<file path="src/design/lccr_consts.vh">
// Constants for the local configuration and control register block.
// Assumes inclusion by bare name from design files; definitions only.
`ifndef LCCR_CONSTS_VH
`define LCCR_CONSTS_VH

// ----------------------------------------
// Register map
// ----------------------------------------
`define LCCR_OFF_CONTROL 8'h00
`define LCCR_OFF_MPCFG 8'h04

// ----------------------------------------
// Field positions
// ----------------------------------------
`define LCCR_B_MODE_LO 0
`define LCCR_B_MODE_HI 1
`define LCCR_B_CLKEN 2
`define LCCR_B_LANE_LO 3
`define LCCR_B_LANE_HI 4
`define LCCR_B_PD_LO 5
`define LCCR_B_PD_HI 6
`define LCCR_B_PME_EN 7
`define LCCR_B_RCLK 24
`define LCCR_B_RSEL 25
`define LCCR_B_RDO 26
`define LCCR_B_RDI 27
`define LCCR_B_VALID 28
`define LCCR_B_RELOAD 29
`define LCCR_B_MPCFG_POL 4

// ----------------------------------------
// Reset values
// ----------------------------------------
`define LCCR_RST_CTRL 8'h00
`define LCCR_RST_ROM 3'h0

// ----------------------------------------
// Filter times
// ----------------------------------------
`define LCCR_CLK_HZ 10000000
`define LCCR_PD_T1_S 4
`define LCCR_PD_T2_S 129
`define LCCR_PD_T3_S 518

`endif

</file>
<file path="src/design/lccr_top.v">
// Local configuration and control register with ROM bit-bang, lane select,
// power-down filter and PME wake gating.
// Assumes a decoded register strobe from the PCI target on the same clock.
`timescale 1ns/100ps
`default_nettype none
`include "lccr_consts.vh"

// How it works
// - Register decoded at offset 0x00 from either function, I/O or memory window.
// - I/O accesses byte-wide only; memory accesses byte, word or dword.
// - Bits 1:0 read live mode strap pins, read-only.
// - Bit 2 gates buffered UART clock onto pin; else pin low; resets zero.
// - Bits 4:3 pick byte lane for 8-bit memory accesses; reset 00.
// - Memory accesses dword aligned; 8-bit regions use only chosen lane.
// - In 32-bit local bus mode the lane select is ignored on writes; reads are still masked to the chosen lane.
// - Bits 6:5 pick power-down filter: off, 4 s, 129 s, 518 s.
// - After filter time with request still present, power-down interrupt may fire.
// - Bit 7 lets multi-purpose pin 2 set function-1 PME status.
// - Bit 24 drives ROM serial clock; software toggles it per edge.
// - Bit 25 drives ROM select high when one, low when zero.
// - Bit 26 drives ROM serial data out pin.
// - Bit 27 reads current level of ROM serial data in pin.
// - Bit 28 read-only, one when a valid ROM program was found.
// - Writing one to bit 29 starts reload; clears when ROM read finishes.
// - Pin 2 wake polarity comes from pin config bit 4.
module lccr_top #(
  parameter CLK_HZ = `LCCR_CLK_HZ,
  parameter [39:0] PD_CYC_1 = `LCCR_PD_T1_S * CLK_HZ,
  parameter [39:0] PD_CYC_2 = `LCCR_PD_T2_S * CLK_HZ,
  parameter [39:0] PD_CYC_3 = `LCCR_PD_T3_S * CLK_HZ
) (
  // Clock and reset
  input wire clock_i,
  input wire rst_n_i,
  // Register access from the PCI target
  input wire reg_sel_i,
  input wire reg_io_space_i,
  input wire [7:0] reg_offset_i,
  input wire reg_wr_i,
  input wire [3:0] reg_be_i,
  input wire [31:0] reg_wdata_i,
  output reg [31:0] reg_rdata_o,
  output wire reg_err_o,
  // Pin configuration bit from the multi-purpose I/O register
  input wire multi_purpose_pin_config_pol_i,
  // Straps and pins
  input wire [1:0] mode_pin_i,
  input wire uart_clk_i,
  output wire uart_clk_out_o,
  input wire multi_purpose_pin_2_i,
  output wire rom_serial_clock_pin_o,
  output wire rom_select_pin_o,
  output wire rom_data_out_pin_o,
  input wire rom_data_in_pin_i,
  // ROM loader handshake
  input wire rom_valid_i,
  input wire reload_done_i,
  output wire reload_req_o,
  // Data path lane steering
  input wire bus32_mode_i,
  input wire [31:0] mem_wdata_i,
  output wire [7:0] narrow_wdata_o,
  input wire [7:0] narrow_rdata_i,
  output wire [31:0] mem_rdata_o,
  // Power management
  input wire pd_request_i,
  output reg pd_irq_o,
  output reg pme_set_o
);

  // ----------------------------------------
  // Declarations
  // ----------------------------------------
  reg clken_q;
  reg [1:0] lane_q;
  reg [1:0] pdsel_q;
  reg pme_en_q;
  reg rclk_q;
  reg rsel_q;
  reg rdo_q;
  reg reload_q;
  reg [39:0] pd_cnt_q;
  reg pd_arm_q;
  reg wake_prev_q;
  wire [1:0] mode_s;
  wire rdi_s;
  wire wake_s;
  wire wake_lvl;
  wire hit;
  wire io_ok;
  wire wr_en;
  wire [3:0] be_eff;
  wire [31:0] ctrl_word;
  reg [39:0] pd_limit;

  // Lane decode used on the read path only
  function [31:0] lane_mask;
    input [1:0] lane;
    begin
      lane_mask = 32'h000000FF << {lane, 3'b000};
    end
  endfunction

  // ----------------------------------------
  // Pin synchronisers
  // ----------------------------------------
  lccr_sync2 #(
    .W(4)
  ) u_sync (
    .clock_i(clock_i),
    .rst_n_i(rst_n_i),
    .async_i({mode_pin_i, rom_data_in_pin_i, multi_purpose_pin_2_i}),
    .sync_o({mode_s, rdi_s, wake_s})
  );

  // ----------------------------------------
  // Register decode
  // ----------------------------------------
  assign hit = reg_sel_i && (reg_offset_i == `LCCR_OFF_CONTROL);
  // I/O window only takes single-byte accesses; wider ones are refused
  assign io_ok = (reg_be_i == 4'h1) || (reg_be_i == 4'h2) ||
                 (reg_be_i == 4'h4) || (reg_be_i == 4'h8);
  assign reg_err_o = hit && reg_io_space_i && !io_ok;
  assign be_eff = reg_err_o ? 4'h0 : reg_be_i;
  assign wr_en = hit && reg_wr_i;

  // ----------------------------------------
  // Control register
  // ----------------------------------------
  always @(posedge clock_i)
  begin
    if (!rst_n_i)
    begin
      clken_q <= 1'b0;
      lane_q <= 2'b00;
      pdsel_q <= 2'b00;
      pme_en_q <= 1'b0;
      rclk_q <= 1'b0;
      rsel_q <= 1'b0;
      rdo_q <= 1'b0;
      reload_q <= 1'b0;
    end
    else
    begin
      if (wr_en && be_eff[0])
      begin
        clken_q <= reg_wdata_i[`LCCR_B_CLKEN];
        lane_q <= reg_wdata_i[`LCCR_B_LANE_HI:`LCCR_B_LANE_LO];
        pdsel_q <= reg_wdata_i[`LCCR_B_PD_HI:`LCCR_B_PD_LO];
        pme_en_q <= reg_wdata_i[`LCCR_B_PME_EN];
      end
      if (wr_en && be_eff[3])
      begin
        rclk_q <= reg_wdata_i[`LCCR_B_RCLK];
        rsel_q <= reg_wdata_i[`LCCR_B_RSEL];
        rdo_q <= reg_wdata_i[`LCCR_B_RDO];
      end
      // A fresh write of one wins over a done in the same cycle
      if (wr_en && be_eff[3] && reg_wdata_i[`LCCR_B_RELOAD])
        reload_q <= 1'b1;
      else if (reload_done_i)
        reload_q <= 1'b0;
    end
  end

  assign reload_req_o = reload_q;

  // Pins come straight from flops so every write shows at once
  assign rom_serial_clock_pin_o = rclk_q;
  assign rom_select_pin_o = rsel_q;
  assign rom_data_out_pin_o = rdo_q;

  // Gated clock pin: plain AND, a glitch on enable change is tolerated
  assign uart_clk_out_o = uart_clk_i & clken_q;

  // ----------------------------------------
  // Read data
  // ----------------------------------------
  assign ctrl_word = {2'b00, reload_q, rom_valid_i, rdi_s, rdo_q, rsel_q, rclk_q,
                      16'h0000,
                      pme_en_q, pdsel_q, lane_q, clken_q, mode_s};

  always @(posedge clock_i)
  begin
    if (!rst_n_i)
      reg_rdata_o <= 32'h00000000;
    else if (hit && !reg_wr_i)
      reg_rdata_o <= ctrl_word;
    else
      reg_rdata_o <= 32'h00000000;
  end

  // ----------------------------------------
  // Byte lane steering
  // ----------------------------------------
  assign narrow_wdata_o = bus32_mode_i ? mem_wdata_i[7:0] :
                          mem_wdata_i[{lane_q, 3'b000} +: 8];
  assign mem_rdata_o = {4{narrow_rdata_i}} & lane_mask(lane_q);

  // ----------------------------------------
  // Power-down filter
  // ----------------------------------------
  always @*
  begin
    case (pdsel_q)
      2'b01: pd_limit = PD_CYC_1;
      2'b10: pd_limit = PD_CYC_2;
      2'b11: pd_limit = PD_CYC_3;
      default: pd_limit = 40'h0000000000;
    endcase
  end

  always @(posedge clock_i)
  begin
    if (!rst_n_i)
    begin
      pd_cnt_q <= 40'h0000000000;
      pd_arm_q <= 1'b0;
      pd_irq_o <= 1'b0;
    end
    else if (pdsel_q == 2'b00 || !pd_request_i)
    begin
      pd_cnt_q <= 40'h0000000000;
      pd_arm_q <= 1'b0;
      pd_irq_o <= 1'b0;
    end
    else if (!pd_arm_q)
    begin
      if (pd_cnt_q + 40'h0000000001 >= pd_limit)
      begin
        pd_arm_q <= 1'b1;
        pd_irq_o <= 1'b1;
      end
      else
        pd_cnt_q <= pd_cnt_q + 40'h0000000001;
    end
  end

  // ----------------------------------------
  // PME wake input
  // ----------------------------------------
  assign wake_lvl = wake_s ^ multi_purpose_pin_config_pol_i;

  always @(posedge clock_i)
  begin
    if (!rst_n_i)
    begin
      wake_prev_q <= 1'b0;
      pme_set_o <= 1'b0;
    end
    else
    begin
      wake_prev_q <= wake_lvl;
      pme_set_o <= pme_en_q && wake_lvl && !wake_prev_q;
    end
  end

endmodule // lccr_top

`default_nettype wire

</file>
<file path="src/design/lccr_sync2.v">
// Two-flop synchroniser for a bus of asynchronous pin levels.
// Assumes the pins change slowly relative to clock_i.
`timescale 1ns/100ps
`default_nettype none

module lccr_sync2 #(
  parameter W = 1
) (
  // Clock and reset
  input wire clock_i,
  input wire rst_n_i,
  // Data
  input wire [W-1:0] async_i,
  output wire [W-1:0] sync_o
);

  reg [W-1:0] meta_q;
  reg [W-1:0] sync_q;

  always @(posedge clock_i)
  begin
    if (!rst_n_i)
    begin
      meta_q <= {W{1'b0}};
      sync_q <= {W{1'b0}};
    end
    else
    begin
      meta_q <= async_i;
      sync_q <= meta_q;
    end
  end

  assign sync_o = sync_q;

endmodule // lccr_sync2

`default_nettype wire

</file>
<file path="config.mk">
export PLATFORM = sky130hd
export DESIGN_NAME = lccr_top
export DESIGN_NICKNAME = d
export VERILOG_FILES = /design/src/design/lccr_top.v /design/src/design/lccr_sync2.v
export VERILOG_INCLUDE_DIRS = /design/src /design/src/design
export SDC_FILE = /design/constraint.sdc
export NUM_CORES = 1
export LEC_CHECK = 0
export BUFFER_PORTS_ARGS = -buffer_cell sky130_fd_sc_hd__buf_2
export CORE_ASPECT_RATIO = 1.25
export CORE_MARGIN = 8
export CORE_UTILIZATION = 50
export DETAILED_ROUTE_END_ITERATION = 12
export GPL_TIMING_DRIVEN = 1
export PLACE_DENSITY = 0.79
export SLEW_MARGIN = 20
export SYNTH_ARGS = -nofsm -noshare
export SYNTH_HDL_FRONTEND = slang
export SYNTH_SLANG_ARGS = --single-unit
</file>
<file path="constraint.sdc">
create_clock -name clock_i -period 7.3 [get_ports clock_i]
set_input_delay 0.73 -clock clock_i [delete_from_list [all_inputs] [get_ports clock_i]]
set_output_delay 0.73 -clock clock_i [all_outputs]
set_load 0.02 [all_outputs]
</file>
# After elaboration in Yosys (flattened, before gate mapping)

Index checks and enable logic that the tools add are counted.
W data, S select, Z words.

Flip-flop bits (word level): 94
Input port bits: 99
Output and inout port bits: 80
Word-level logic and storage cells: 66

Add/subtract/negate cells: 1
Shift operators: 2
Bitwise logic cells: 6
Eq/ne operators: 7
Reductions and logical operators: 25
Order comparisons: 1
Mux-type cells: 7

Operators by type and width:

| kind                    | number |
|---|---|
| $pmux W33 S3            | 1 |
| $add A40 B1 Y40 const B | 1 |
| $ge A40 B40 Y1          | 1 |
| $and A32 B32 Y32        | 1 |
| $shiftx A32 B6 Y8       | 1 |
| $shl A8 B5 Y32 const A  | 1 |
| $logic_and A1 B1 Y1     | 10 |
| $logic_not A8 Y1        | 1 |
| $mux W8                 | 1 |
| $reduce_and A2 Y1       | 3 |
| $eq A2 B2 Y1 const B    | 2 |
| $eq A4 B1 Y1 const B    | 1 |
| $eq A4 B2 Y1 const B    | 1 |
| $eq A4 B3 Y1 const B    | 1 |
| $eq A4 B4 Y1 const B    | 1 |
| $logic_not A1 Y1        | 4 |
| $logic_or A1 B1 Y1      | 4 |
| $mux W1                 | 4 |
| $mux W4                 | 1 |
| $not A1 Y1              | 3 |
| $eq A2 B1 Y1 const B    | 1 |
| $logic_not A2 Y1        | 1 |
| $reduce_bool A2 Y1      | 1 |
| $reduce_or A2 Y1        | 1 |
| other kinds (2)         | 2 |

# Logic depth before layout (Yosys ltp)

Gate-level depths: netlist of the first run.

Word-level depth: 10
Mapped depth: 17
Mapped depth without buffers: 15

# Modules after synthesis

A second synthesis of the first run with hierarchy kept.

Cell total of the unflattened synthesis: 627
Area, all modules: 5,153.7 um^2

Modules (own cells, without submodules):

| module     | sequential area each (um^2) | times used | cells each | area each (um^2) |
|---|---|---|---|---|
| lccr_top   | 1,361.3                     | 1          | 611        | 4,943.5 |
| lccr_sync2 | 160.2                       | 1          | 16         | 210.2 |

# Worst setup path before layout of the first run

No wires, ideal clock.

Path kind: reg2reg
Start: register pd_cnt_q[2]
End: register pd_cnt_q[23]
Arrival: 3.995 ns
Library setup time: 0.070 ns
Buffers on the path: 3
Stages on the path, launching flop included: 18
Slack: 3.235 ns
Clock period less this slack: 4.065 ns
Required time: 7.230 ns
Path through: dfxtp_1 clkbuf_1 nand4_1 or4_4 nor2_1 nand3_1 xnor2_1 ha_1 a21oi_1 nor2b_1 a2111oi_0 a31oi_1 a2111oi_2 nand3_1 buf_2 buf_6 or4_1 a21oi_1

Cells in the longest elaborated chain, start to end: 4

RTL lines:

| element                            | RTL line                       | source |
|---|---|---|
| start: declaration                 | lccr_top.v:82                  | `reg [39:0] pd_cnt_q;` |
| start signal: assignment           | lccr_top.v:235                 | `pd_cnt_q <= pd_cnt_q + 40'h0000000001;` |
| $add A40 B1 Y40 (*)                | lccr_top.v:229, lccr_top.v:235 |  |
| $ge A40 B40 Y1                     | lccr_top.v:229                 | `if (pd_cnt_q + 40'h0000000001 >= pd_limit)` |
| $not A1 Y1 (no source line)        | --                             |  |
| $reduce_and A2 Y1 (no source line) | --                             |  |

Mark *: on every way between the ends. The rest lies on a longest branch, timed or not.
A chain may end at the register's enable or synchronous reset.

# Worst setup path after layout of the first run

Start: register pd_cnt_q[16]
End: register pd_cnt_q[8]

Cells in the longest elaborated chain, start to end: 4

RTL lines:

| element                            | RTL line |
|---|---|
| $add A40 B1 Y40                    | lccr_top.v:229 |
| $ge A40 B40 Y1                     | lccr_top.v:229 |
| $not A1 Y1 (no source line)        | -- |
| $reduce_and A2 Y1 (no source line) | -- |

Every way passes these cells.

==> results of run 1 <==
==> stage by stage <==
| stage | power [mW] | worst slack [ns] | hold WS, ns | instances |
|---|---|---|---|---|
| after detailed placement | 0.488 | 1.70 | 0.415 | 820 |
| final | 0.944 | 2.04 | 0.424 | 834 |
| after global placement | 0.486 | 1.89 | 0.409 | 820 |
| after floorplan | 0.465 | 3.24 | 0.406 | 612 |
| after global routing | 0.972 | 1.53 | 0.441 | 834 |
| after CTS | 0.950 | 1.67 | 0.427 | 834 |
==> cell usage in the layout, fill, tap and decap left out, drive strengths merged, types with 3 or more instances in the layout <==
master	Yosys	layout
buf	35	139
and4	7	7
nand2	25	25
a22oi	7	7
a21oi	48	48
inv	15	15
clkinv	0	3
and3	24	24
conb	1	18
or4	34	34
or2	3	3
mux2	7	7
o21ai	14	14
nand4	21	21
o31ai	33	33
xnor2	21	21
nor2b	24	24
or4b	3	3
o211ai	3	3
nor3	4	4
dfxtp	76	76
clkbuf	22	9
and2	51	51
xor2	6	6
ha	26	26
nand3	17	17
or3	3	3
mux2i	10	10
a31oi	3	3
nor2	20	20
nor4	7	7
==> critical path: stages, from the launching register on <==
cell	delay, ns
dfxtp_1	0.53
inv_1	0.17
or4_1	0.65
nor2_1	0.30
nand3_1	0.19
xnor2_1	0.17
ha_1	0.32
a21oi_1	0.16
nor2b_1	0.06
a2111oi_0	0.46
a31oi_1	0.16
a2111oi_2	0.58
nand3_4	0.60
or4b_1	0.66
a21oi_1	0.15
==> flip-flops by register name (all words and copies together) (netlist names) <==
name / cells
clken_q: 1
reload_req_o: 1
pd_irq_o: 1
reg_rdata_o: 14
pme_en_q: 1
lane_q: 2
rom_select_pin_o: 1
pd_cnt_q: 40
wake_prev_q: 1
rom_serial_clock_pin_o: 1
rom_data_out_pin_o: 1
u_sync.meta_q: 4
pd_arm_q: 1
pme_set_o: 1
pdsel_q: 2
u_sync.sync_o: 4
==> worst max path at each step <==
stage	cells after the start	end	from	slack, ns
final	14	pd_cnt_q[8]$_SDFFE_PP0P_	pd_cnt_q[16]$_SDFFE_PP0P_	2.04
after global routing	14	pd_cnt_q[20]$_SDFFE_PP0P_	pd_cnt_q[19]$_SDFFE_PP0P_	1.53
after CTS	14	pd_cnt_q[6]$_SDFFE_PP0P_	pd_cnt_q[1]$_SDFFE_PP0P_	1.67
after detailed placement	14	pd_cnt_q[6]$_SDFFE_PP0P_	pd_cnt_q[8]$_SDFFE_PP0P_	1.70
after global placement	14	pd_cnt_q[6]$_SDFFE_PP0P_	pd_cnt_q[4]$_SDFFE_PP0P_	1.89
after floorplan	17	pd_cnt_q[23]$_SDFFE_PP0P_	pd_cnt_q[2]$_SDFFE_PP0P_	3.24
==> power breakdown <==
| part | internal, mW | total (mW) | leakage (nW) | switching (mW) |
|---|---|---|---|---|
| Sequential | 0.417 | 0.418 | 0.614 | 0.000581 |
| Clock | 0.295 | 0.465 | 0.151 | 0.170 |
| Combinational | 0.0273 | 0.0613 | 1.70 | 0.0340 |
| Total | 0.739 | 0.944 | 2.46 | 0.205 |
==> routing by layer <==
| metal | up-vias | global-route usage, % | routed length [microns] |
|---|---|---|---|
| met5 | - | 0 | 0 |
| met2 | 169 | 38.8 | 7310 |
| met1 | 2290 | 20.6 | 5300 |
| met4 | 0 | 7.24 | 250 |
| li1 | 2378 | - | - |
| met3 | 17 | 4.93 | 884 |
==> cell type report <==
| cell class | instances | area share [%] |
|---|---|---|
| multi-input combinational | 464 | 53.8 |
| sequential | 76 | 25.7 |
| timing repair buffer | 139 | 11.8 |
| clock buffer | 9 | 3.80 |
| tap | 126 | 2.66 |
| clock inverter | 5 | 1.33 |
| inverter | 15 | 0.950 |
==> cells by family after synthesis <==
logic type,after synthesis
AO/OA/AOI/OAI,127
flip-flops,76
adder cells (fa/ha/maj),26
XOR/XNOR,27
other,1
AND/OR/NAND/NOR,249
buffers and inverters,72
multiplexers,17
==> impl_metrics.json, run 1 <==
{
  "drcViolationCount": 0,
  "crit_fanout": 66,
  "yosys.area_share.simple_pct": 30.7,
  "ys_top_cells_by_count": "dfxtp_1 (76), and2_1 (51), a21oi_1 (48), or4_1 (33), o31ai_1 (32)",
  "drtIter0Drc": 299,
  "clock_skew_ns": 0.00308,
  "r2r_setup_slack_ns": 2.04,
  "hold_end": "reg_rdata_o[27]$_SDFF_PN0_",
  "place_hpwl_microns": 10600,
  "yosysUniqueCellTypes": 58,
  "synth-xor-area-share_pct": 4.74,
  "fp.dieH_microns": 128,
  "synth_top_area_share_pct": 30.5,
  "setup_viol": 0,
  "finalHoldViolations": 0,
  "maxCapViolCount": 0,
  "critPathLaunchType": "flip-flop",
  "synth.cell_area_sq_um": 4980,
  "antenna_left": 0,
  "die_area_sq_um": 13400,
  "num_vias": 4854,
  "slew_headroom_pct": 37.4,
  "post_dp_cell_area_sq_um": 5610,
  "grtUsageTotal_pct": 20.3,
  "postCtsHoldBufs": 0,
  "crit_arrival_ns": 5.53,
  "start_util_pct": 51.6,
  "synth-compound-area-share_pct": 16.6,
  "root_buffer": "clkbuf_16",
  "required_ns": 7.56,
  "syn_inst": 595,
  "cts_sinks": 76,
  "ctsResizeCount": 0,
  "die_w_microns": 105,
  "n_fill_cell": 864,
  "area_growth_pct": 18.9,
  "clk_latency_ns": 0.34,
  "multiInputGateArea_sq_um": 3190,
  "portBuffers": 138,
  "fin_crit_sh_pct": 72.1,
  "layout.nets": 830,
  "synth_area_per_cell_sq_um": 8.38,
  "cts_tree": "yes",
  "hp-class": "flip-flop to flip-flop",
  "vias_per_cell": 5.82,
  "powerDensity_nw_per_um2": 159,
  "grt_overflow": 0,
  "grt_max_degree": 67,
  "numCtsBuffers": 9,
  "worst_slew_pin_slew_ns": 0.938,
  "yosys_warnings": 0,
  "num_rows": 40,
  "antenna_found_initial": 0,
  "grt_pass1_wl_microns": 22900,
  "grt_setup_unrepaired": "no",
  "final_area_sq_um": 5930,
  "clock_path_buffers": 2,
  "reg2regPathDepth": 14,
  "io_pins": 179,
  "gp_congestion": 0.920,
  "clkSlewWorstSetupHoldPaths_ns": 0.06,
  "final_layout_size_suffix_gt1_share_pct": 24.4,
  "ir_drop_mv": 0.143,
  "postSynth.asyncResetShare_pct": 0,
  "detail_route.wl_per_cell_microns": 16.5,
  "cts.htree.levels": 3,
  "worstHoldStart": "u_sync.sync_o[1]$_SDFF_PN0_",
  "criticalPathCategory": "flip-flop to flip-flop",
  "status": "finished clean",
  "yosys.area.top_type": "dfxtp_1",
  "holdPathStages": 1,
  "r2r_start": "pd_cnt_q[16]$_SDFFE_PP0P_",
  "min_period_ns": 5.26,
  "final_util_pct": 61.3,
  "core_area_sq_um": 9660,
  "end_kind": "flip-flop",
  "synth_most_common_cell": "dfxtp_1",
  "postCtsSetupRepairBufs": 0,
  "drt-total-wl_microns": 13700,
  "synthMuxAreaShare_pct": 3.59,
  "seqCellArea_sq_um": 1520,
  "synth.ff_latch_count": 76,
  "ys_seq_area_share_pct": 30.5,
  "maxClockFrequency_mhz": 190,
  "diodes": 0,
  "grt_pass1_vias": 4719,
  "synthAdderAreaFrac_pct": 6.53,
  "synth_top_family_by_area": "simple AND/OR/NAND/NOR gates",
  "slew_viol_final": 0,
  "p_leak_nw": 2.46,
  "synthTopCellsByArea": "dfxtp_1 (31%), ha_1 (6.5%), and2_1 (6.4%)",
  "ys.flop_type": "dfxtp_1",
  "timing.rr.end": "pd_cnt_q[8]$_SDFFE_PP0P_",
  "dr.pass1.iters": 5,
  "setup_tns_ns": 0,
  "synth-edff-count": 0
}
Note: power is estimated with default switching activity, not from simulation.
==> run 2: changes to the inputs <==
ABC_AREA = 1   (was not set)
clock period = 5.43 ns   (was 7.3 ns; I/O delays follow)
==> impl_metrics.json, run 2 <==
{
  "status": "finished clean",
  "ys.flop_type": "dfxtp_1",
  "area_growth_pct": 19.7,
  "fp.dieH_microns": 130,
  "hp-class": "input pin to flip-flop",
  "grt_setup_unrepaired": "no",
  "detail_route.wl_per_cell_microns": 14.1,
  "slew_headroom_pct": 29.6,
  "synth-edff-count": 0,
  "postCtsHoldBufs": 0,
  "antenna_found_initial": 0,
  "p_leak_nw": 3.06,
  "drtIter0Drc": 218,
  "grt_pass1_vias": 5552,
  "finalHoldViolations": 0,
  "numCtsBuffers": 9,
  "syn_inst": 840,
  "postSynth.asyncResetShare_pct": 0,
  "grt_pass1_wl_microns": 24900,
  "core_area_sq_um": 10200,
  "place_inst": 1091,
  "synth_most_common_cell": "nand2_1",
  "setup_viol": 0,
  "postCtsSetupRepairBufs": 0,
  "num_vias": 5572,
  "diodes": 0,
  "ys_top_cells_by_count": "nand2_1 (202), nor2_1 (195), inv_1 (99), dfxtp_1 (76), nand3_1 (71)",
  "maxClockFrequency_mhz": 238,
  "worst_slew_pin_slew_ns": 1.05,
  "place_hpwl_microns": 12400,
  "setup_tns_ns": 0,
  "dr.pass1.iters": 4,
  "cts.htree.levels": 3,
  "largest-register": "pd_cnt_q",
  "wl_met1_microns": 5880,
  "clock_path_buffers": 2,
  "synth.cell_area_sq_um": 5230,
  "final_cell_mix": "nand2_1 (202), nor2_1 (194), buf_2 (138)",
  "clkSlewWorstSetupHoldPaths_ns": 0.07,
  "grt_overflow": 0,
  "crit_arrival_ns": 4.43,
  "portBuffers": 138,
  "criticalPathCategory": "flip-flop to flip-flop",
  "reg_top3": "pd_cnt_q: 40 flops, reg_rdata_o: 14 flops",
  "yosys_warnings": 0,
  "final_common_cell": "nand2_1",
  "synth.ff_latch_count": 76,
  "wl_met3_microns": 1180,
  "start_util_pct": 51.5,
  "ir_drop_mv": 0.160,
  "root_buffer": "clkbuf_16",
  "routed-wl-met2_microns": 8020,
  "largest_reg_flops": 40,
  "final_layout_size_suffix_gt1_share_pct": 18.7,
  "yosys.area.top_type": "dfxtp_1",
  "ys_seq_area_share_pct": 29.1,
  "highest-signal-layer": "met4",
  "gp_congestion": 0.953,
  "ctsResizeCount": 0,
  "instances_no_fill": 1107,
  "io_pins": 179,
  "die_area_sq_um": 14000,
  "die_w_microns": 108,
  "synth_top_area_share_pct": 29.1,
  "end_kind": "flip-flop",
  "final_util_pct": 61.7,
  "drcViolationCount": 0,
  "crit_fanout": 21,
  "slew_viol_final": 0,
  "layout.nets": 1098,
  "vias_per_cell": 5.03,
  "critPathLaunchType": "flip-flop",
  "drt-total-wl_microns": 15600,
  "clock_skew_ns": 0.0116,
  "clk_latency_ns": 0.35,
  "fin_crit_sh_pct": 77.3,
  "powerDensity_nw_per_um2": 204,
  "p_total_mw": 1.28,
  "cts_sinks": 76,
  "synth_area_per_cell_sq_um": 6.23,
  "grt_max_degree": 37,
  "cts_tree": "yes",
  "maxCapViolCount": 0,
  "grtUsageTotal_pct": 22.3,
  "antenna_left": 0,
  "min_period_ns": 4.20,
  "synthTopCellsByArea": "dfxtp_1 (29%), nand2_1 (14%), nor2_1 (14%)",
  "yosysUniqueCellTypes": 37,
  "required_ns": 5.66,
  "num_rows": 41
}
-- run 2: cell count changes after synthesis, sizes merged, moves of 19 or more --
cell,delta
a21oi,-42
and2,-49
and3,-23
inv,+84
nand2,+182
nand3,+56
nor2,+186
nor2b,-24
nor3,+19
o31ai,-33
or4,-33
-- run 2: kinds of logic after synthesis --
family | count (synthesis) | synth area share [%]
adder cells (fa/ha/maj) | 26 | 6.22
AO/OA/AOI/OAI | 31 | 3.28
buffers and inverters | 139 | 11.8
AND/OR/NAND/NOR | 542 | 45.4
other | 1 | 0.0717
XOR/XNOR | 25 | 4.18
flip-flops | 76 | 29.1
-- run 2: cell type report --
type                       count  area, sq um
clock buffer                   9          225
clock inverter                 7         88.8
fill                         990         3890
inverter                     102          383
multi-input combinational    642         3170
sequential                    76         1520
tap                          129          161
timing repair buffer         142          721
-- run 2: critical path: stages (launching register included) --
cell and delay [ns]:
dfxtp_1 0.40, ha_1 0.24, nand2_2 0.11, nor2_8 0.17
nand2_2 0.10, nor2_4 0.23, nand3_1 0.14, xor2_1 0.20
inv_1 0.07, ha_1 0.26, nand2_1 0.06, inv_1 0.04
a221oi_1 0.28, nand3_1 0.16, nand3_1 0.13, nand2_2 0.09
nor2_2 0.82, buf_4 0.32, nand3_1 0.08, nand2_1 0.11
nor2_1 0.05
-- run 2: final timing paths --
path	start	end	slack (ns)	cells after the start
worst max-delay path	pd_cnt_q[0]$_SDFFE_PP0P_	pd_cnt_q[5]$_SDFFE_PP0P_	1.23	20
worst max register to register	pd_cnt_q[0]$_SDFFE_PP0P_	pd_cnt_q[5]$_SDFFE_PP0P_	1.23	20
worst min register to register	wake_prev_q$_SDFF_PN0_	pme_set_o$_SDFF_PN0_	0.39	1
worst min-delay path	mode_pin_i[1]	u_sync.meta_q[3]$_SDFF_PN0_	0.38	3
-- run 2: stage by stage --
| step | hold slack, ns | cell area (sq um) | setup WS [ns] |
|---|---|---|---|
| after floorplan | 0.373 | 5300 | 2.51 |
| after global placement | 0.388 | 5950 | 1.36 |
| after detailed placement | 0.388 | 5950 | 1.31 |
| after CTS | 0.365 | 6270 | 1.28 |
| after global routing | 0.386 | 6270 | 1.00 |
| final | 0.376 | 6270 | 1.23 |
-- run 2: routing by layer --
metal / track usage, % / up-vias
met5: 0 / -
met4: 10.9 / 0
met3: 7.10 / 39
met2: 41.7 / 190
met1: 21.5 / 2491
li1: - / 2852
-- run 2: where the power goes --
group	internal, mW	switching (mW)
Combinational	0.0306	0.0493
Clock	0.369	0.269
Sequential	0.560	0.000853
